==> config.mk <==
export PLATFORM = sky130hd
export DESIGN_NAME = prt_timer
export DESIGN_NICKNAME = d
export VERILOG_FILES = /design/src/prt_pkg.sv /design/src/prt_count_source.sv /design/src/prt_axil_slave.sv /design/src/prt_timer.sv
export SDC_FILE = /design/constraint.sdc
export NUM_CORES = 1
export LEC_CHECK = 0
export BUFFER_PORTS_ARGS = -buffer_cell sky130_fd_sc_hd__buf_2
export CORE_MARGIN = 2
export CORE_UTILIZATION = 45
export DETAILED_ROUTE_END_ITERATION = 16
export GPL_ROUTABILITY_DRIVEN = 0
export GPL_TIMING_DRIVEN = 0
export PLACE_DENSITY = 0.68
export SYNTH_ARGS = -nofsm -noshare
export SYNTH_HDL_FRONTEND = slang
export SYNTH_SLANG_ARGS = --single-unit
==> constraint.sdc <==
create_clock -name aclk -period 5.27 [get_ports aclk]
set_input_delay 0.527 -clock aclk [delete_from_list [all_inputs] [get_ports aclk]]
set_output_delay 0.527 -clock aclk [all_outputs]
set_load 0.03 [all_outputs]
==> src/prt_pkg.sv <==
// prt_pkg: register map, field positions, reset values and enums of the
// prescaled reload timer; shared by the bus slave, clock selector and core.
package prt_pkg;
	localparam int ADDR_W = 5;
	localparam int DATA_W = 32;
	localparam int CNT_W = 8;
	localparam logic [ADDR_W-1:0] OFF_CTRL = 5'h00;
	localparam logic [ADDR_W-1:0] OFF_PINC = 5'h04;
	localparam logic [ADDR_W-1:0] OFF_MODE = 5'h08;
	localparam logic [ADDR_W-1:0] OFF_PRE = 5'h0C;
	localparam logic [ADDR_W-1:0] OFF_CNT = 5'h10;
	// control register fields
	localparam int CTRL_START = 0;
	localparam int CTRL_STATUS = 1;
	localparam int CTRL_STOP = 2;
	localparam int CTRL_EDGE = 4;
	localparam int CTRL_UNDF = 5;
	// pin control fields
	localparam int PINC_POL = 0;
	localparam int PINC_OSTOP = 2;
	localparam int PINC_SEL = 3;
	// mode select fields
	localparam int MODE_LSB = 0;
	localparam int CKS_LSB = 4;
	localparam logic [CNT_W-1:0] CNT_RST = 8'hFF;
	localparam logic [CNT_W-1:0] REG_RST = 8'h00;
	localparam int DIV_F2 = 2;
	localparam int DIV_F8 = 8;
	localparam logic [1:0] RESP_OKAY = 2'h0;
	localparam logic [1:0] RESP_SLVERR = 2'h2;
	typedef enum logic [2:0] {
		PRT_MODE_TIMER = 3'h0,
		PRT_MODE_PULSE = 3'h1,
		PRT_MODE_EVENT = 3'h2,
		PRT_MODE_WIDTH = 3'h3,
		PRT_MODE_PERIOD = 3'h4
	} prt_mode_type;
	typedef enum logic [1:0] {
		PRT_CKS_F1 = 2'h0,
		PRT_CKS_F2 = 2'h1,
		PRT_CKS_F8 = 2'h2,
		PRT_CKS_OSC = 2'h3
	} prt_cks_type;
	typedef enum logic [2:0] {
		PRT_ST_STOPPED = 3'b001,
		PRT_ST_ARMED = 3'b010,
		PRT_ST_COUNTING = 3'b100
	} prt_state_type;
	function automatic logic addr_hit(input logic [ADDR_W-1:0] a);
		return (a == OFF_CTRL) || (a == OFF_PINC) || (a == OFF_MODE) ||
			(a == OFF_PRE) || (a == OFF_CNT);
	endfunction
endpackage

==> src/prt_count_source.sv <==
// prt_count_source: one-cycle count source ticks from aclk or the oscillator.
// assumes onchip_osc_clock is already synchronous to aclk and slower than it.
`timescale 1ns/10ps
module prt_count_source #(
	parameter int DIV_W = 3
) (
	input wire logic aclk,
	input wire logic aresetn,
	input wire logic [1:0] sel,
	input wire logic onchip_osc_clock,
	output logic tick
);
	logic [DIV_W-1:0] div_q;
	logic osc_q;
	wire osc_rise = onchip_osc_clock & ~osc_q;
	wire f2_tick = (div_q[0] == 1'b1);
	wire f8_tick = (div_q == DIV_W'(prt_pkg::DIV_F8 - 1));

	always_ff @(posedge aclk) begin
		if (!aresetn) begin
			div_q <= '0;
			osc_q <= 1'b0;
		end else begin
			div_q <= div_q + 1'b1;
			osc_q <= onchip_osc_clock;
		end
	end

	// four selectable sources
	always_comb begin
		case (prt_pkg::prt_cks_type'(sel))
			prt_pkg::PRT_CKS_F1: tick = 1'b1;
			prt_pkg::PRT_CKS_F2: tick = f2_tick;
			prt_pkg::PRT_CKS_F8: tick = f8_tick;
			prt_pkg::PRT_CKS_OSC: tick = osc_rise;
			default: tick = 1'b0;
		endcase
	end
endmodule // prt_count_source

==> src/prt_axil_slave.sv <==
// prt_axil_slave: AXI4-Lite slave front end, one write and one read at a time.
// assumes the core answers rd_data combinationally from s_axi_araddr.
`timescale 1ns/10ps
module prt_axil_slave (
	input wire logic aclk,
	input wire logic aresetn,
	input wire logic [prt_pkg::ADDR_W-1:0] s_axi_awaddr,
	input wire logic s_axi_awvalid,
	output logic s_axi_awready,
	input wire logic [prt_pkg::DATA_W-1:0] s_axi_wdata,
	input wire logic [3:0] s_axi_wstrb,
	input wire logic s_axi_wvalid,
	output logic s_axi_wready,
	output logic [1:0] s_axi_bresp,
	output logic s_axi_bvalid,
	input wire logic s_axi_bready,
	input wire logic [prt_pkg::ADDR_W-1:0] s_axi_araddr,
	input wire logic s_axi_arvalid,
	output logic s_axi_arready,
	output logic [prt_pkg::DATA_W-1:0] s_axi_rdata,
	output logic [1:0] s_axi_rresp,
	output logic s_axi_rvalid,
	input wire logic s_axi_rready,
	output logic wr_en,
	output logic [prt_pkg::ADDR_W-1:0] wr_addr,
	output logic [prt_pkg::CNT_W-1:0] wr_data,
	input wire logic [prt_pkg::CNT_W-1:0] rd_data
);
	logic aw_full_q, w_full_q, strb_q;
	logic [prt_pkg::CNT_W-1:0] wdata_q;
	wire aw_take = s_axi_awvalid & s_axi_awready;
	wire w_take = s_axi_wvalid & s_axi_wready;
	wire do_wr = aw_full_q & w_full_q & ~s_axi_bvalid;
	wire wr_hit = prt_pkg::addr_hit(wr_addr);
	wire ar_take = s_axi_arvalid & s_axi_arready;

	always_ff @(posedge aclk) begin
		if (!aresetn) begin
			aw_full_q <= 1'b0;
			w_full_q <= 1'b0;
			strb_q <= 1'b0;
			wdata_q <= '0;
			wr_addr <= '0;
			wr_en <= 1'b0;
			s_axi_awready <= 1'b1;
			s_axi_wready <= 1'b1;
			s_axi_bvalid <= 1'b0;
			s_axi_bresp <= prt_pkg::RESP_OKAY;
		end else begin
			wr_en <= do_wr & wr_hit & strb_q;
			if (aw_take) begin
				wr_addr <= s_axi_awaddr;
				aw_full_q <= 1'b1;
				s_axi_awready <= 1'b0;
			end
			if (w_take) begin
				wdata_q <= s_axi_wdata[prt_pkg::CNT_W-1:0];
				strb_q <= s_axi_wstrb[0];
				w_full_q <= 1'b1;
				s_axi_wready <= 1'b0;
			end
			if (do_wr) begin
				aw_full_q <= 1'b0;
				w_full_q <= 1'b0;
				s_axi_bvalid <= 1'b1;
				s_axi_bresp <= wr_hit ? prt_pkg::RESP_OKAY : prt_pkg::RESP_SLVERR;
			end
			if (s_axi_bvalid && s_axi_bready) begin
				s_axi_bvalid <= 1'b0;
				s_axi_awready <= 1'b1;
				s_axi_wready <= 1'b1;
			end
		end
	end
	assign wr_data = wdata_q;

	always_ff @(posedge aclk) begin
		if (!aresetn) begin
			s_axi_arready <= 1'b1;
			s_axi_rvalid <= 1'b0;
			s_axi_rdata <= '0;
			s_axi_rresp <= prt_pkg::RESP_OKAY;
		end else if (ar_take) begin
			s_axi_arready <= 1'b0;
			s_axi_rvalid <= 1'b1;
			s_axi_rdata <= {24'h000000, rd_data};
			s_axi_rresp <= prt_pkg::addr_hit(s_axi_araddr) ?
				prt_pkg::RESP_OKAY : prt_pkg::RESP_SLVERR;
		end else if (s_axi_rvalid && s_axi_rready) begin
			s_axi_rvalid <= 1'b0;
			s_axi_arready <= 1'b1;
		end
	end
endmodule // prt_axil_slave

==> src/prt_timer.sv <==
// prt_timer: 8-bit reload timer behind an 8-bit reload prescaler, AXI4-Lite.
// assumes synchronous inputs; the pin pads resolve level from the enables.
`timescale 1ns/10ps
// How it works
// - 8-bit prescaler feeds 8-bit timer, shared addresses
// - five modes selectable; four behave as timer
// - prescaler source f1, f2, f8 or oscillator
// - timer steps per prescaler underflow
// - underflowing counter reloads, keeps counting
// - period is (n+1)(m+1) source cycles
// - writing start bit one begins counting
// - writing start bit zero halts counting
// - forced stop resets start, status, counters
// - interrupt request at each timer underflow
// - stage read returns live counter value
// - write loads reload; stopped loads counter too
// - running prescaler write lands at next tick
// - running timer write lands at next prescaler underflow
// - flags clear on zero write, one ignored
// - timer mode leaves pin to other users
// - pulse mode toggles pin at each underflow
// - polarity bit picks starting output level
// - output stop hides pulse, counting continues
// - pin select routes output to one pin
// - mode write drives starting output level
module prt_timer (
	input wire logic aclk,
	input wire logic aresetn,
	input wire logic [prt_pkg::ADDR_W-1:0] s_axi_awaddr,
	input wire logic s_axi_awvalid,
	output logic s_axi_awready,
	input wire logic [prt_pkg::DATA_W-1:0] s_axi_wdata,
	input wire logic [3:0] s_axi_wstrb,
	input wire logic s_axi_wvalid,
	output logic s_axi_wready,
	output logic [1:0] s_axi_bresp,
	output logic s_axi_bvalid,
	input wire logic s_axi_bready,
	input wire logic [prt_pkg::ADDR_W-1:0] s_axi_araddr,
	input wire logic s_axi_arvalid,
	output logic s_axi_arready,
	output logic [prt_pkg::DATA_W-1:0] s_axi_rdata,
	output logic [1:0] s_axi_rresp,
	output logic s_axi_rvalid,
	input wire logic s_axi_rready,
	input wire logic onchip_osc_clock,
	output logic timer_irq,
	output logic timer_io_pin_a_o,
	output logic timer_io_pin_a_oe,
	output logic timer_io_pin_b_o,
	output logic timer_io_pin_b_oe
);
	localparam int W = prt_pkg::CNT_W;

	logic wr_en;
	logic [prt_pkg::ADDR_W-1:0] wr_addr;
	logic [W-1:0] wr_data;
	logic [W-1:0] rd_data;
	logic tick;

	prt_pkg::prt_state_type state_q, state_d;
	logic [W-1:0] pre_rel_q, pre_cnt_q, tim_rel_q, tim_cnt_q;
	logic pre_pend_q, tim_pend_q;
	logic edge_flag_q, undf_flag_q;
	logic [W-1:0] pinc_q, mode_q;
	logic level_q;

	prt_axil_slave u_bus (
		.aclk(aclk),
		.aresetn(aresetn),
		.s_axi_awaddr(s_axi_awaddr),
		.s_axi_awvalid(s_axi_awvalid),
		.s_axi_awready(s_axi_awready),
		.s_axi_wdata(s_axi_wdata),
		.s_axi_wstrb(s_axi_wstrb),
		.s_axi_wvalid(s_axi_wvalid),
		.s_axi_wready(s_axi_wready),
		.s_axi_bresp(s_axi_bresp),
		.s_axi_bvalid(s_axi_bvalid),
		.s_axi_bready(s_axi_bready),
		.s_axi_araddr(s_axi_araddr),
		.s_axi_arvalid(s_axi_arvalid),
		.s_axi_arready(s_axi_arready),
		.s_axi_rdata(s_axi_rdata),
		.s_axi_rresp(s_axi_rresp),
		.s_axi_rvalid(s_axi_rvalid),
		.s_axi_rready(s_axi_rready),
		.wr_en(wr_en),
		.wr_addr(wr_addr),
		.wr_data(wr_data),
		.rd_data(rd_data)
	);

	prt_count_source #(
		.DIV_W(3)
	) u_src (
		.aclk(aclk),
		.aresetn(aresetn),
		.sel(mode_q[prt_pkg::CKS_LSB +: 2]),
		.onchip_osc_clock(onchip_osc_clock),
		.tick(tick)
	);

	// write decode
	wire wr_ctrl = wr_en && (wr_addr == prt_pkg::OFF_CTRL);
	wire wr_pinc = wr_en && (wr_addr == prt_pkg::OFF_PINC);
	wire wr_mode = wr_en && (wr_addr == prt_pkg::OFF_MODE);
	wire wr_pre = wr_en && (wr_addr == prt_pkg::OFF_PRE);
	wire wr_tim = wr_en && (wr_addr == prt_pkg::OFF_CNT);
	wire fstop = wr_ctrl && wr_data[prt_pkg::CTRL_STOP];
	wire start_bit = (state_q != prt_pkg::PRT_ST_STOPPED);
	wire counting = (state_q == prt_pkg::PRT_ST_COUNTING);

	// measurement modes are not built; they count as in timer mode
	wire [2:0] mode_f = mode_q[prt_pkg::MODE_LSB +: 3];
	wire pulse_mode = (mode_f == prt_pkg::PRT_MODE_PULSE);

	// one prescaler step per source tick while counting
	wire pre_step = counting && tick;
	wire pre_uf = pre_step && (pre_cnt_q == '0) && !pre_pend_q;
	wire tim_step = pre_uf;
	wire tim_uf = tim_step && (tim_cnt_q == '0) && !tim_pend_q;

	// start/halt handshake with the count source
	always_comb begin
		case (state_q)
			prt_pkg::PRT_ST_STOPPED:
				state_d = (wr_ctrl && wr_data[prt_pkg::CTRL_START]) ?
					prt_pkg::PRT_ST_ARMED : prt_pkg::PRT_ST_STOPPED;
			prt_pkg::PRT_ST_ARMED:
				state_d = tick ? prt_pkg::PRT_ST_COUNTING : prt_pkg::PRT_ST_ARMED;
			prt_pkg::PRT_ST_COUNTING:
				state_d = prt_pkg::PRT_ST_COUNTING;
			default:
				state_d = prt_pkg::PRT_ST_STOPPED;
		endcase
		if (wr_ctrl && !wr_data[prt_pkg::CTRL_START]) begin
			state_d = prt_pkg::PRT_ST_STOPPED;
		end
		if (fstop) begin
			state_d = prt_pkg::PRT_ST_STOPPED;
		end
	end

	always_ff @(posedge aclk) begin
		if (!aresetn) begin
			state_q <= prt_pkg::PRT_ST_STOPPED;
		end else begin
			state_q <= state_d;
		end
	end

	// prescaler stage; a running write must not swallow this tick's step
	always_ff @(posedge aclk) begin
		if (!aresetn || fstop) begin
			pre_rel_q <= prt_pkg::CNT_RST;
			pre_cnt_q <= prt_pkg::CNT_RST;
			pre_pend_q <= 1'b0;
		end else begin
			if (wr_pre) begin
				pre_rel_q <= wr_data;
			end
			if (wr_pre && !counting) begin
				pre_cnt_q <= wr_data;
				pre_pend_q <= 1'b0;
			end else if (pre_step) begin
				if (pre_pend_q || pre_cnt_q == '0) begin
					pre_cnt_q <= pre_rel_q;
				end else begin
					pre_cnt_q <= pre_cnt_q - 1'b1;
				end
				pre_pend_q <= wr_pre;
			end else if (wr_pre) begin
				pre_pend_q <= 1'b1;
			end
		end
	end

	// timer stage; same shape, so a write never costs an underflow step
	always_ff @(posedge aclk) begin
		if (!aresetn || fstop) begin
			tim_rel_q <= prt_pkg::CNT_RST;
			tim_cnt_q <= prt_pkg::CNT_RST;
			tim_pend_q <= 1'b0;
		end else begin
			if (wr_tim) begin
				tim_rel_q <= wr_data;
			end
			if (wr_tim && !counting) begin
				tim_cnt_q <= wr_data;
				tim_pend_q <= 1'b0;
			end else if (tim_step) begin
				if (tim_pend_q || tim_cnt_q == '0) begin
					tim_cnt_q <= tim_rel_q;
				end else begin
					tim_cnt_q <= tim_cnt_q - 1'b1;
				end
				tim_pend_q <= wr_tim;
			end else if (wr_tim) begin
				tim_pend_q <= 1'b1;
			end
		end
	end

	// flags: a same-cycle underflow beats the software clear
	always_ff @(posedge aclk) begin
		if (!aresetn) begin
			edge_flag_q <= 1'b0;
			undf_flag_q <= 1'b0;
			timer_irq <= 1'b0;
		end else begin
			timer_irq <= tim_uf;
			if (wr_ctrl && !wr_data[prt_pkg::CTRL_EDGE]) begin
				edge_flag_q <= 1'b0;
			end
			if (tim_uf) begin
				undf_flag_q <= 1'b1;
			end else if (wr_ctrl && !wr_data[prt_pkg::CTRL_UNDF]) begin
				undf_flag_q <= 1'b0;
			end
		end
	end

	// configuration; mode changes while running are the caller's hazard
	always_ff @(posedge aclk) begin
		if (!aresetn) begin
			pinc_q <= prt_pkg::REG_RST;
			mode_q <= prt_pkg::REG_RST;
		end else begin
			if (wr_pinc) begin
				pinc_q <= wr_data;
			end
			if (wr_mode) begin
				mode_q <= wr_data;
			end
		end
	end

	// pulse level: preset on mode write, toggled on timer underflow
	always_ff @(posedge aclk) begin
		if (!aresetn) begin
			level_q <= 1'b0;
		end else if (wr_mode) begin
			level_q <= pinc_q[prt_pkg::PINC_POL];
		end else if (pulse_mode && tim_uf) begin
			level_q <= ~level_q;
		end
	end

	// pin drive; output stop only drops the enable, counting goes on
	wire drive = pulse_mode && !pinc_q[prt_pkg::PINC_OSTOP];
	wire pin_b = pinc_q[prt_pkg::PINC_SEL];

	always_ff @(posedge aclk) begin
		if (!aresetn) begin
			timer_io_pin_a_o <= 1'b0;
			timer_io_pin_a_oe <= 1'b0;
			timer_io_pin_b_o <= 1'b0;
			timer_io_pin_b_oe <= 1'b0;
		end else begin
			timer_io_pin_a_o <= level_q;
			timer_io_pin_b_o <= level_q;
			timer_io_pin_a_oe <= drive && !pin_b;
			timer_io_pin_b_oe <= drive && pin_b;
		end
	end

	// read mux; stage addresses show the live counters, not reloads
	wire [W-1:0] ctrl_rd = {2'b00, undf_flag_q, edge_flag_q, 1'b0, 1'b0,
		counting, start_bit};
	always_comb begin
		case (s_axi_araddr)
			prt_pkg::OFF_CTRL: rd_data = ctrl_rd;
			prt_pkg::OFF_PINC: rd_data = pinc_q;
			prt_pkg::OFF_MODE: rd_data = mode_q;
			prt_pkg::OFF_PRE: rd_data = pre_cnt_q;
			prt_pkg::OFF_CNT: rd_data = tim_cnt_q;
			default: rd_data = '0;
		endcase
	end

	// checks
	force_stop_a: assert property (@(posedge aclk) disable iff (!aresetn)
		fstop |=> (pre_cnt_q == 8'hFF) && (tim_cnt_q == 8'hFF) && !start_bit && !counting)
		else $error("forced stop did not reset the stages");

	start_arm_a: assert property (@(posedge aclk) disable iff (!aresetn)
		(wr_ctrl && wr_data[prt_pkg::CTRL_START] && !fstop) |=> start_bit)
		else $error("start write did not arm the counter");

	halt_a: assert property (@(posedge aclk) disable iff (!aresetn)
		(wr_ctrl && !wr_data[prt_pkg::CTRL_START]) |=> !start_bit && !counting)
		else $error("halt write did not stop counting");

	pre_dec_a: assert property (@(posedge aclk) disable iff (!aresetn)
		(pre_step && !fstop && !wr_pre && !pre_pend_q && pre_cnt_q != 8'h00)
		|=> pre_cnt_q == $past(pre_cnt_q) - 8'h01)
		else $error("prescaler did not step down by one");

	pre_reload_a: assert property (@(posedge aclk) disable iff (!aresetn)
		(pre_uf && !fstop && !wr_pre) |=> pre_cnt_q == $past(pre_rel_q))
		else $error("prescaler did not reload on underflow");

	irq_pulse_a: assert property (@(posedge aclk) disable iff (!aresetn)
		tim_uf |=> timer_irq ##1 (timer_irq == $past(tim_uf)))
		else $error("underflow did not raise the interrupt");

	pulse_toggle_a: assert property (@(posedge aclk) disable iff (!aresetn)
		(pulse_mode && tim_uf && !wr_mode) |=> ##1 timer_io_pin_a_o != $past(timer_io_pin_a_o))
		else $error("pulse output did not toggle");

	stopped_load_a: assert property (@(posedge aclk) disable iff (!aresetn)
		(wr_tim && !counting && !fstop) |=> tim_cnt_q == $past(wr_data) && tim_rel_q == tim_cnt_q)
		else $error("stopped write did not load the timer");

	run_write_a: assert property (@(posedge aclk) disable iff (!aresetn)
		(wr_tim && counting && !fstop && !tim_step) |=> tim_cnt_q == $past(tim_cnt_q))
		else $error("running timer write landed early");

	pre_write_a: assert property (@(posedge aclk) disable iff (!aresetn)
		(wr_pre && counting && !fstop && !pre_pend_q && pre_cnt_q != 8'h00)
		|=> pre_cnt_q == $past(pre_cnt_q) - {7'h00, $past(pre_step)})
		else $error("running prescaler write landed early");

	flag_clear_a: assert property (@(posedge aclk) disable iff (!aresetn)
		(wr_ctrl && !wr_data[prt_pkg::CTRL_UNDF] && !tim_uf) |=> !undf_flag_q)
		else $error("underflow flag did not clear");

	status_sync_a: assert property (@(posedge aclk) disable iff (!aresetn)
		(state_q == prt_pkg::PRT_ST_ARMED && !tick) |=> !counting)
		else $error("status set before a source tick");

	out_stop_a: assert property (@(posedge aclk) disable iff (!aresetn)
		(pinc_q[prt_pkg::PINC_OSTOP] && !wr_pinc) |=> !timer_io_pin_a_oe && !timer_io_pin_b_oe)
		else $error("stopped output still driven");
endmodule // prt_timer

* Yosys cells after proc, flatten, opt, wreduce, memory -nomap -nowiden *
Cells that the tools add are included.

operators by class
  add/subtract/negate cells = 3
  equality and inequality tests = 17
  mux-type cells = 25
  bitwise gates (word level) = 12
  reduce and logical (&&, ||, !) cells = 58

operator list
  operator             number
  $mux 8               6
  $pmux 8 s5           1
  $logic_and 1x1->1    22
  $eq 5x4->1 const B   4
  $logic_not 8->1      2
  $sub 8x1->8 const B  2
  $reduce_bool 2->1    7
  $mux 1               12
  $logic_or 1x1->1     11
  $eq 5x3->1 const B   2
  $eq 5x5->1 const B   2
  $logic_not 5->1      2
  $pmux 3 s3           1
  $and 1x1->1          8
  $logic_not 1->1      8
  $reduce_or 2->1      4
  $eq 3x1->1 const B   2
  $eq 3x3->1 const B   2
  $mux 2               3
  $eq 2x2->1 const B   2
  $not 1->1            4
  $pmux 1 s4           1
  $add 3x1->3 const B  1
  $eq 3x2->1 const B   1
  other kinds (5)      5

word-level totals
  register bits = 97
  bits of input ports = 54
  output and inout bits = 46
  logic and storage cells = 146

* Longest topological paths before layout *
Gate-level depths: netlist of the first run.

  depth after elaboration = 11
  gate-level depth with buffers = 8
  depth with buffers taken out = 7

* Hierarchy *
From an unflattened synthesis of the first run, not the netlist that was laid out.

unflattened totals
  cell total of the unflattened synthesis = 539
  area total of the unflattened synthesis = 4613.2 µm²

by module, submodules not included
  module            instances  cells an instance  area an instance (µm²)  seq. area each (µm²)
  prt_timer         1          360                3041.7                  1181.1
  prt_axil_slave    1          165                1401.3                  640.6
  prt_count_source  1          14                 170.2                   80.1

* Worst setup path before layout of the first run *
No wires, ideal clock.

  kind = register -> register
  start = register u_src.div_q[0]
  end = register tim_cnt_q[5]
  library setup time = 131 ps
  data arrival time = 1741 ps
  data required time = 5139 ps
  setup slack = 3398 ps
  stages on the path, launching flop included = 9
  buffers on the path = 1
  clock period less this slack = 1872 ps
  path through = dfxtp_1 -> ha_1 -> ha_1 -> nor3b_1 -> a311oi_4 -> and2_1 -> buf_4 -> a221oi_1 -> o21ai_0

between the ends
  longest elaborated chain between the ends = 6

RTL lines
  item                                    line                    RTL
  start: declaration                      prt_count_source.sv:13  logic [DIV_W-1:0] div_q;
  start signal: assignment                prt_count_source.sv:24  div_q <= div_q + 1'b1;
  $eq 3x3->1                              prt_count_source.sv:17  wire f8_tick = (div_q == DIV_W'(prt_pkg::DIV_F8 - 1));
  $pmux 1 s4 (*)                          prt_count_source.sv:31  case (prt_pkg::prt_cks_type'(sel))
  $logic_and 1x1->1 (*)                   prt_timer.sv:119        wire pre_step = counting && tick;
  $logic_and 1x1->1 (*) (2 in a row)      prt_timer.sv:120        wire pre_uf = pre_step && (pre_cnt_q == '0) && !pre_pend_q;
  $reduce_bool 2->1 (no source line) (*)  n/a
  end signal: assignment                  prt_timer.sv:183        tim_cnt_q <= prt_pkg::CNT_RST;
  end signal: assignment                  prt_timer.sv:190        tim_cnt_q <= wr_data;
  end signal: assignment                  prt_timer.sv:194        tim_cnt_q <= tim_rel_q;
  end: declaration                        prt_timer.sv:62         logic [W-1:0] pre_rel_q, pre_cnt_q, tim_rel_q, tim_cnt_q;

Every way passes the cells marked *; elsewhere a longest branch is shown, timed or not.
A chain may end at the register's enable or synchronous reset.

* Final worst setup path of the first run *
  start = register u_bus.wr_addr[0] in the netlist's numbering
  end = register tim_cnt_q[0]

between the ends
  longest elaborated chain between the ends = 4
  elaborated cells on any way between the ends = 9
  those cells by class = eq/ne: 1; mux: 1; reduce/logical: 7

RTL lines
  item                                           line                                RTL
  start: declaration                             prt_axil_slave.sv:25                output logic [prt_pkg::ADDR_W-1:0] wr_addr,
  start signal: assignment                       prt_axil_slave.sv:52                wr_addr <= s_axi_awaddr;
  $eq 5x5->1 or $logic_not 5->1 (tied branches)  prt_timer.sv:109, prt_timer.sv:105
  $logic_and 1x1->1 (on tied branches)           prt_timer.sv:109, prt_timer.sv:105
  $logic_and 1x1->1 (on tied branches)           prt_timer.sv:189, prt_timer.sv:110
  $mux 8 (tied with other cells)                 prt_timer.sv:189                    if (wr_tim && !counting) begin
  end signal: assignment                         prt_timer.sv:190
  end signal: assignment                         prt_timer.sv:194
  end signal: assignment                         prt_timer.sv:196                    tim_cnt_q <= tim_cnt_q - 1'b1;

Several ways; a longest one is shown, not always the timed one.

==> results of run 1 <==
[area by class of cell]
type,instances,share of cell area
Clock buffer,9,0.02311
Multi-Input combinational cell,423,0.4658
Tap cell,136,0.03175
Buffer,59,0.06444
Inverter,15,0.01051
Sequential cell,95,0.3549
Timing Repair Buffer,44,0.04109
Clock inverter,6,0.008405
[registers in the layout, summed over array words and instances (netlist names), 3 cells and up]
name and cells:
mode_q 8, pinc_q 8, pre_cnt_q 8, pre_rel_q 8
state_q 3, tim_cnt_q 8, tim_rel_q 8, u_bus.s_axi_rdata 8
u_bus.wr_addr 5, u_bus.wr_data 8, u_src.div_q 3
[stage by stage]
| stage | hold slack (ns) | setup WS [ns] | cell area (um^2) | total power, uW |
|---|---|---|---|---|
| final | 0.3513 | 2.751 | 5359 | 1322 |
| after global routing | 0.3581 | 2.597 | 5359 | 1366 |
| after CTS | 0.3443 | 2.832 | 5359 | 1325 |
| after detailed placement | 0.4433 | 2.873 | 5190 | 893.6 |
| after global placement | 0.4332 | 2.891 | 5190 | 891.0 |
| after floorplan | 0.4212 | 3.398 | 4800 | 855.8 |
[report_power, final]
group | internal, uW | switching, uW
combinational | 47.9 | 83.7
clock | 171 | 273
sequential | 731 | 14.9
total | 950 | 372
[worst paths after layout]
path / from / slack, ns / to / cells past startpoint
worst max-delay path: u_bus.wr_addr[0] / 2.75 / tim_cnt_q[0] / 6
worst min-delay path: s_axi_wvalid / 0.35 / u_bus.s_axi_wready / 2
worst max register to register: u_bus.wr_addr[0] / 2.75 / tim_cnt_q[0] / 6
worst min register to register: u_bus.s_axi_rdata[4] / 0.46 / u_bus.s_axi_rdata[4] / 2
[logic make-up (layout without fill, tap and decap cells)]
kind of cell	Yosys count	in the layout
AO/OA/AOI/OAI	145	145
XOR/XNOR	1	1
adder cells (fa/ha/maj)	6	6
buffers and inverters	74	133
flip-flops	95	95
multiplexers	18	18
other	1	26
AND/OR/NAND/NOR	227	227
[worst max-delay path, delay by kind of cell (launching register included)]
kind | cells | cell delay, ns
DFF | 1 | 0.34
and+or+nand+nor | 2 | 0.87
AOI/OAI and AO/OA | 3 | 0.85
buffers and inverters | 1 | 0.39
[synthesized netlist by cell type, drive strengths merged (4+ instances only)]
master | count | area share
a211oi | 5 | 0.0080
inv | 15 | 0.012
nor2 | 27 | 0.022
a221oi | 7 | 0.013
nand2 | 99 | 0.080
mux2 | 8 | 0.019
o21ai | 34 | 0.036
and2 | 8 | 0.011
ha | 6 | 0.016
o221ai | 5 | 0.0093
buf | 34 | 0.053
nor2b | 19 | 0.025
a22oi | 7 | 0.011
mux2i | 9 | 0.019
nor3 | 6 | 0.0064
nor3b | 5 | 0.0080
nand3 | 26 | 0.028
clkbuf | 25 | 0.020
a21boi | 27 | 0.043
a21oi | 29 | 0.031
dfxtp | 95 | 0.40
a31oi | 4 | 0.0053
o211ai | 8 | 0.014
and3 | 11 | 0.015
[routing by layer]
layer / vias to the layer above / GRT usage / share of wire
li1: 2095 / - / -
met2: 164 / 0.3562 / 0.47
met3: 23 / 0.03495 / 0.058
met4: 0 / 0.09680 / 0.028
met1: 1954 / 0.2928 / 0.45
met5: - / 0 / 0
==> results.cfg, run 1 <==
[cts]
ctsHoldBuffers = 0
h-tree-depth = 3
insertion_delay_ns = 0.38
clockBufferDepth = 2
cts_sinks = 95
numCtsBuffers = 9
cts_root_buf = clkbuf_8
cts_resized = 0
tritoncts = yes
postCtsSetupBuffers = 0
path_clk_slew_ns = 0.10

[synthesis]
synth_fa_ha_area_frac = 0.01595
ys_seq_area_frac = 0.4041
syn_inst = 567
async_flop_share = 0
synthMuxAreaShare = 0.04307
ys_types = 66
synthSimpleGateAreaFrac = 0.2406
synth_top_family_by_area = simple AND/OR/NAND/NOR gates
synthXorXnorAreaFrac = 0.001861
ys_warn_count = 0
synth_edf_count = 0
syn-cell-area_um2 = 4706
ys_ff_latch = 95
synthFlopType = dfxtp_1
avgSynthCellArea_um2 = 8.299
synth_compound_area_frac = 0.2082

[floorplan]
die-height_um = 106.3
std_cell_rows = 37
die_area_um2 = 11290
coreArea_um2 = 10230
die_x_um = 106.3
start_util = 0.4599
ios = 100

[route]
vias = 4236
drc_errors = 0
drt-vias-per-instance = 5.382
totalWireLength_um = 12070
dr.first_iter.drc_count = 304
first_pass_iters = 5
drt-wirelength-per-cell_um = 15.33
final_antenna_net_count = 0

[timing]
finalCritPeriodShare = 0.4780
slew_viol_final = 0
relSlewSlack = 0.4569
max_clock_freq_mhz = 397.0
rsz0062_at_grt = no
post-route-min-period_ns = 2.519
clock-skew-final_ns = 0.01613
tns_ns = 0
setup_viol = 0
worst_slew_pin_slew_ns = 0.8125
hold_viol = 0

[cells_and_area]
seq_area_um2 = 1902
drive_gt1_frac = 0.1751
final_util = 0.5238
final_cells = 787
final_cell_mix = 98 x nand2_1, 95 x dfxtp_1, 46 x buf_2, 30 x o21ai_0, 29 x a21oi_1
final_common_cell = nand2_1
fin_nets = 707
syn_to_final_growth_pct = 13.88
multi_input_area_um2 = 2496
nFillCells = 1014
diodes = 0

[global_routing]
grt_first_pass_wirelength_um = 19480
grt_max_degree = 17
grt_pass1_vias = 3906
gr-usage-all-layers = 0.2211
antenna_found_initial = 0
gr-total-overflow = 0

[power_and_ir_drop]
leakage_uw = 0.002317
power.density_nw_per_um2 = 246.8
ir_worst_vdd_uv = 145.0

[place]
io_buffers = 44
hpwl_um = 8928
dp.cells = 772

[worst_setup_path]
timing.critical_path.arrival_ns = 2.81
end_kind = flip-flop
worstPathMaxFanout = 10
crit_slowest_cell = o21ai_1
critPathRequiredTime_ns = 5.56
max_stage_delay_ns = 0.65
crit_path_start_kind = flip-flop
critPathKind = reg -> reg
crit_chain = nor4b_2 -> nand2_1 -> o21ai_1 -> buf_2 -> a21oi_1 -> o221ai_1

[flow_run]
maxCapViolCount = 0

[worst_hold_path]
hold_class = in -> reg

[run_status]
outcome = finished, final reports clean
Power figures use the tool's default switching activity.
==> run 2: changes to the inputs <==
==> constraint.sdc (replaced) <==
create_clock -name aclk -period 2.4 [get_ports aclk]
set_input_delay 0.24 -clock aclk [delete_from_list [all_inputs] [get_ports aclk]]
set_output_delay 0.24 -clock aclk [all_outputs]
set_load 0.03 [all_outputs]
==> run 2 against run 1 <==
  * Non-clock buffer count did not move
  * Setup slack got worse by 2.7 ns
  * First-iteration DRC count rose by 3.3%
  * Critical path type unchanged
  * Largest power group unchanged
==> results.cfg, run 2 (synthesis results as in run 1) <==
[timing]
setup_ws_ns = 0.07602
clock-skew-final_ns = 0.01566
setup_viol = 0
rsz0062_at_grt = no
relSlewSlack = 0.4595
worst_slew_pin_slew_ns = 0.8086
slew_viol_final = 0
finalCritPeriodShare = 0.9683
tns_ns = 0
hold_viol = 0
post-route-min-period_ns = 2.324
max_clock_freq_mhz = 430.3

[floorplan]
die_x_um = 106.3
std_cell_rows = 37
die_area_um2 = 11290
die-height_um = 106.3
ios = 100
start_util = 0.4599
coreArea_um2 = 10230

[worst_setup_path]
crit_chain = inv_1 -> ha_1 -> nor2b_1 -> a31oi_1 -> mux2_2 -> a211oi_1 -> o21ai_1
critPathKind = reg -> reg
reg2reg_slack_ns = 0.08
startpoint = pre_cnt_q[0]
crit_slowest_cell = dfxtp_1
crit_path_start_kind = flip-flop
ff2ff_path_depth = 7
critPathRequiredTime_ns = 2.65
end_kind = flip-flop
r2r_start = pre_cnt_q[0]
crit_end = pre_cnt_q[4]
timing.critical_path.arrival_ns = 2.58
max_stage_delay_ns = 0.47
worstPathMaxFanout = 5
worstReg2RegEnd = pre_cnt_q[4]

[cts]
cts_sinks = 95
cts_root_buf = clkbuf_8
insertion_delay_ns = 0.38
clockBufferDepth = 2
h-tree-depth = 3
postCtsSetupBuffers = 0
numCtsBuffers = 9
tritoncts = yes
path_clk_slew_ns = 0.10

[global_routing]
gr-total-overflow = 0
gr-usage-all-layers = 0.2211
grt_pass1_vias = 3906
grt_max_degree = 17
grt_first_pass_wirelength_um = 19480
antenna_found_initial = 0

[cells_and_area]
diodes = 0
final_common_cell = nand2_1
final_cells = 787
syn_to_final_growth_pct = 14.23
final_cell_mix = 98 x nand2_1, 95 x dfxtp_1, 46 x buf_2, 30 x o21ai_0, 29 x a21oi_1
drive_gt1_frac = 0.1782
fin_nets = 707

[place]
io_buffers = 44
dp.cells = 772
pre_cts_slack_ns = 0.003324
hpwl_um = 8928

[run_status]
outcome = finished, final reports clean

[route]
final_antenna_net_count = 0
dr.first_iter.drc_count = 314
totalWireLength_um = 11970
vias = 4204
drt-vias-per-instance = 5.342
first_pass_iters = 5
drc_errors = 0
drt-wirelength-per-cell_um = 15.21

[power_and_ir_drop]
leakage_uw = 0.002319
power.density_nw_per_um2 = 539.8
ir_worst_vdd_uv = 317.2
power_uw = 2901

[worst_hold_path]
hold_class = in -> reg
holdPathStages = 2

[flow_run]
maxCapViolCount = 0
==> run 2: power breakdown <==
part	internal (uW)	switching (uW)
logic	106	183
clock network	376	597
registers	1610	33.6
==> run 2: critical path, delay by kind of cell (launching register included) <==
| family | cells | cell delay, ns |
|---|---|---|
| multiplexers | 1 | 0.39 |
| AO/OA/AOI/OAI | 3 | 0.83 |
| buffers and inverters | 1 | 0.12 |
| adder cells (fa/ha/maj) | 1 | 0.24 |
| AND/OR/NAND/NOR | 1 | 0.17 |
| flip-flops | 1 | 0.47 |
==> run 2: repair_timing <==
item | in CTS | in global routing
gates cloned | 0 | 0
hold endpoints to repair | 0 | 0
setup endpoints to repair | 4 | 13
resized for setup | 1 | 2
pin swaps | 0 | 0
hold buffers | 0 | 0
==> run 2: worst min path at each step <==
stage / start / endpoint / slack, ns
floorplan: s_axi_wvalid / u_bus.s_axi_wready / 0.34
global placement: u_bus.s_axi_rdata[7] / u_bus.s_axi_rdata[7] / 0.43
detailed placement: u_bus.s_axi_rdata[3] / u_bus.s_axi_rdata[3] / 0.44
CTS: s_axi_wvalid / u_bus.s_axi_wready / 0.06
global route: onchip_osc_clock / u_src.osc_q / 0.07
finish: s_axi_wvalid / u_bus.s_axi_wready / 0.06
==> run 2: area by class of cell <==
class | instances | area, um^2
well taps | 136 | 170.2
repair buffers | 44 | 220.2
flip-flops and latches | 95 | 1902
plain buffers | 59 | 345.3
clock buffers | 9 | 123.9
inverters | 15 | 56.30
fillers | 1013 | 4856
clock inverters | 6 | 45.04
multi-input cells | 423 | 2512
==> run 2: routing by layer <==
layer  vias to the layer above  global-route usage  wire length [um]
li1                       2099                   -                 -
met1                      1929              0.2928              5271
met2                       152              0.3562              5519
met3                        24             0.03495               854
met4                         0             0.09680               327
met5                         -                   0                 0
==> run 2: per-stage QoR <==
stage / cell area (um^2) / utilization / hold slack (ns)
after floorplan: 4800 / - / 0.3404
after global placement: 5190 / 0.5073 / 0.4332
after detailed placement: 5190 / 0.5073 / 0.4433
after CTS: 5363 / 0.5242 / 0.05734
after global routing: 5375 / 0.5254 / 0.07110
final: 5375 / 0.5254 / 0.06470
==> run 3: changes to the inputs <==
--- a/config.mk
+++ b/config.mk
@@ -5,13 +5,13 @@
 export SDC_FILE = /design/constraint.sdc
 export NUM_CORES = 1
 export LEC_CHECK = 0
-export BUFFER_PORTS_ARGS = -buffer_cell sky130_fd_sc_hd__buf_2
+export BUFFER_PORTS_ARGS = -buffer_cell sky130_fd_sc_hd__buf_4
 export CORE_MARGIN = 2
-export CORE_UTILIZATION = 45
+export CORE_UTILIZATION = 50
 export DETAILED_ROUTE_END_ITERATION = 16
 export GPL_ROUTABILITY_DRIVEN = 0
 export GPL_TIMING_DRIVEN = 0
-export PLACE_DENSITY = 0.68
+export PLACE_DENSITY = 0.74
 export SYNTH_ARGS = -nofsm -noshare
 export SYNTH_HDL_FRONTEND = slang
 export SYNTH_SLANG_ARGS = --single-unit
==> run 3 against run 2 <==
  * Die area decreased by 9.6%
  * Sequential power about the same
  * Combinational power increased by 6%
  * Register-to-register slack improved by 0.15 ns
  * First-iteration DRC count increased by 25%
  * Core utilization increased by 6.9 points
  * Global-route usage increased by 1.7 points
  * Sequential share of layout area decreased by 0.60 points
  * Critical path depth unchanged
  * Clock skew decreased by 0.0061 ns
  * Cell area increased by 1.7%
  * Maximum frequency increased by 6.7%
  * Largest power group unchanged
==> results.cfg, run 3 (synthesis results as in run 1) <==
[cells_and_area]
fin_nets = 707
final_cell_mix = 98 x nand2_1, 95 x dfxtp_1, 72 x buf_4, 30 x o21ai_0, 29 x a21oi_1
nFillCells = 844
final_common_cell = nand2_1
final_cells = 763
drive_gt1_frac = 0.1779
stdcell_area_um2 = 5468
multi_input_area_um2 = 2521
syn_to_final_growth_pct = 16.19
seq_area_um2 = 1902
diodes = 0

[worst_setup_path]
worstPathMaxFanout = 5
ff2ff_path_depth = 7
crit_path_start_kind = flip-flop
timing.critical_path.arrival_ns = 2.41
end_kind = flip-flop
reg2reg_slack_ns = 0.22
critPathRequiredTime_ns = 2.64
critPathKind = reg -> reg

[cts]
cts_root_buf = clkbuf_8
tritoncts = yes
path_clk_slew_ns = 0.09
numCtsBuffers = 9
insertion_delay_ns = 0.36
cts_sinks = 95
clockBufferDepth = 2
postCtsSetupBuffers = 0
h-tree-depth = 3

[worst_hold_path]
hold_class = in -> reg
holdPathStages = 2

[timing]
setup_viol = 0
relSlewSlack = 0.4438
clock-skew-final_ns = 0.009536
worst_slew_pin_slew_ns = 0.8279
max_clock_freq_mhz = 459.0
post-route-min-period_ns = 2.179
hold_viol = 0
holdWs_ns = 0.06993
setup_ws_ns = 0.2212
finalCritPeriodShare = 0.9078
rsz0062_at_grt = no
slew_viol_final = 0

[floorplan]
start_util = 0.5117
die_area_um2 = 10200
ios = 100
std_cell_rows = 35
die_x_um = 101.0
die-height_um = 101.0
coreArea_um2 = 9196

[route]
drc_errors = 0
first_pass_iters = 6
drt-vias-per-instance = 5.662
drt-wirelength-per-cell_um = 15.74
vias = 4320
final_antenna_net_count = 0
totalWireLength_um = 12010
dr.first_iter.drc_count = 392

[place]
io_buffers = 44
pre_cts_slack_ns = -0.01267
hpwl_um = 8941
dp.cells = 747
placed_cell_area_um2 = 5269

[flow_run]
maxCapViolCount = 0

[power_and_ir_drop]
power_uw = 2895
ir_worst_vdd_uv = 353.5
power.density_nw_per_um2 = 529.5
leakage_uw = 0.002373

[global_routing]
grt_max_degree = 17
gr-usage-all-layers = 0.2379
antenna_found_initial = 0
grt_pass1_vias = 3869
gr-total-overflow = 0
grt_first_pass_wirelength_um = 18820

[run_status]
outcome = finished, final reports clean
-- run 3: per-layer routing --
metal | track usage | part of all wire
met5 | 0 | 0
met2 | 0.3774 | 0.46
met3 | 0.04369 | 0.071
met1 | 0.3146 | 0.43
met4 | 0.1102 | 0.034
-- run 3: final cells by class --
| cell class | instances | area share |
|---|---|---|
| clock inverters | 6 | 0.008467 |
| multi-input cells | 423 | 0.4611 |
| plain buffers | 59 | 0.06316 |
| flip-flops and latches | 95 | 0.3478 |
| well taps | 111 | 0.02540 |
| inverters | 15 | 0.01030 |
| clock buffers | 10 | 0.02334 |
| repair buffers | 44 | 0.06041 |
-- run 3: power breakdown --
part / internal [uW] / switching [uW] / total, uW
Sequential: 1610 / 34.7 / 1640
Combinational: 121 / 185 / 306
Clock: 384 / 565 / 949
Total: 2110 / 784 / 2900
-- run 3: worst paths after layout --
kind / startpoint / endpoint
max: pre_cnt_q[0] / pre_cnt_q[4]
min: s_axi_wvalid / u_bus.s_axi_wready
min reg2reg: u_bus.s_axi_rdata[2] / u_bus.s_axi_rdata[2]
max reg2reg: pre_cnt_q[0] / pre_cnt_q[4]
-- run 3: stage by stage --
step	util	TNS, ns
after floorplan	-	0
after global placement	0.5729	0
after detailed placement	0.5729	-0.01267
after CTS	0.5922	0
after global routing	0.5946	0
final	0.5946	0
-- run 3: repair_timing --
action,4_1_cts,5_1_grt
pin swaps,0,0
hold buffers,0,0
setup endpoints to repair,7,12
resized for setup,1,3
-- run 3: worst max-delay path, cell delays in order (launching register included) --
cell and delay, ns:
dfxtp_1 0.45, inv_1 0.11, ha_1 0.24, nor2b_1 0.17
a31oi_1 0.37, mux2_2 0.38, a211oi_1 0.25, o21ai_1 0.10
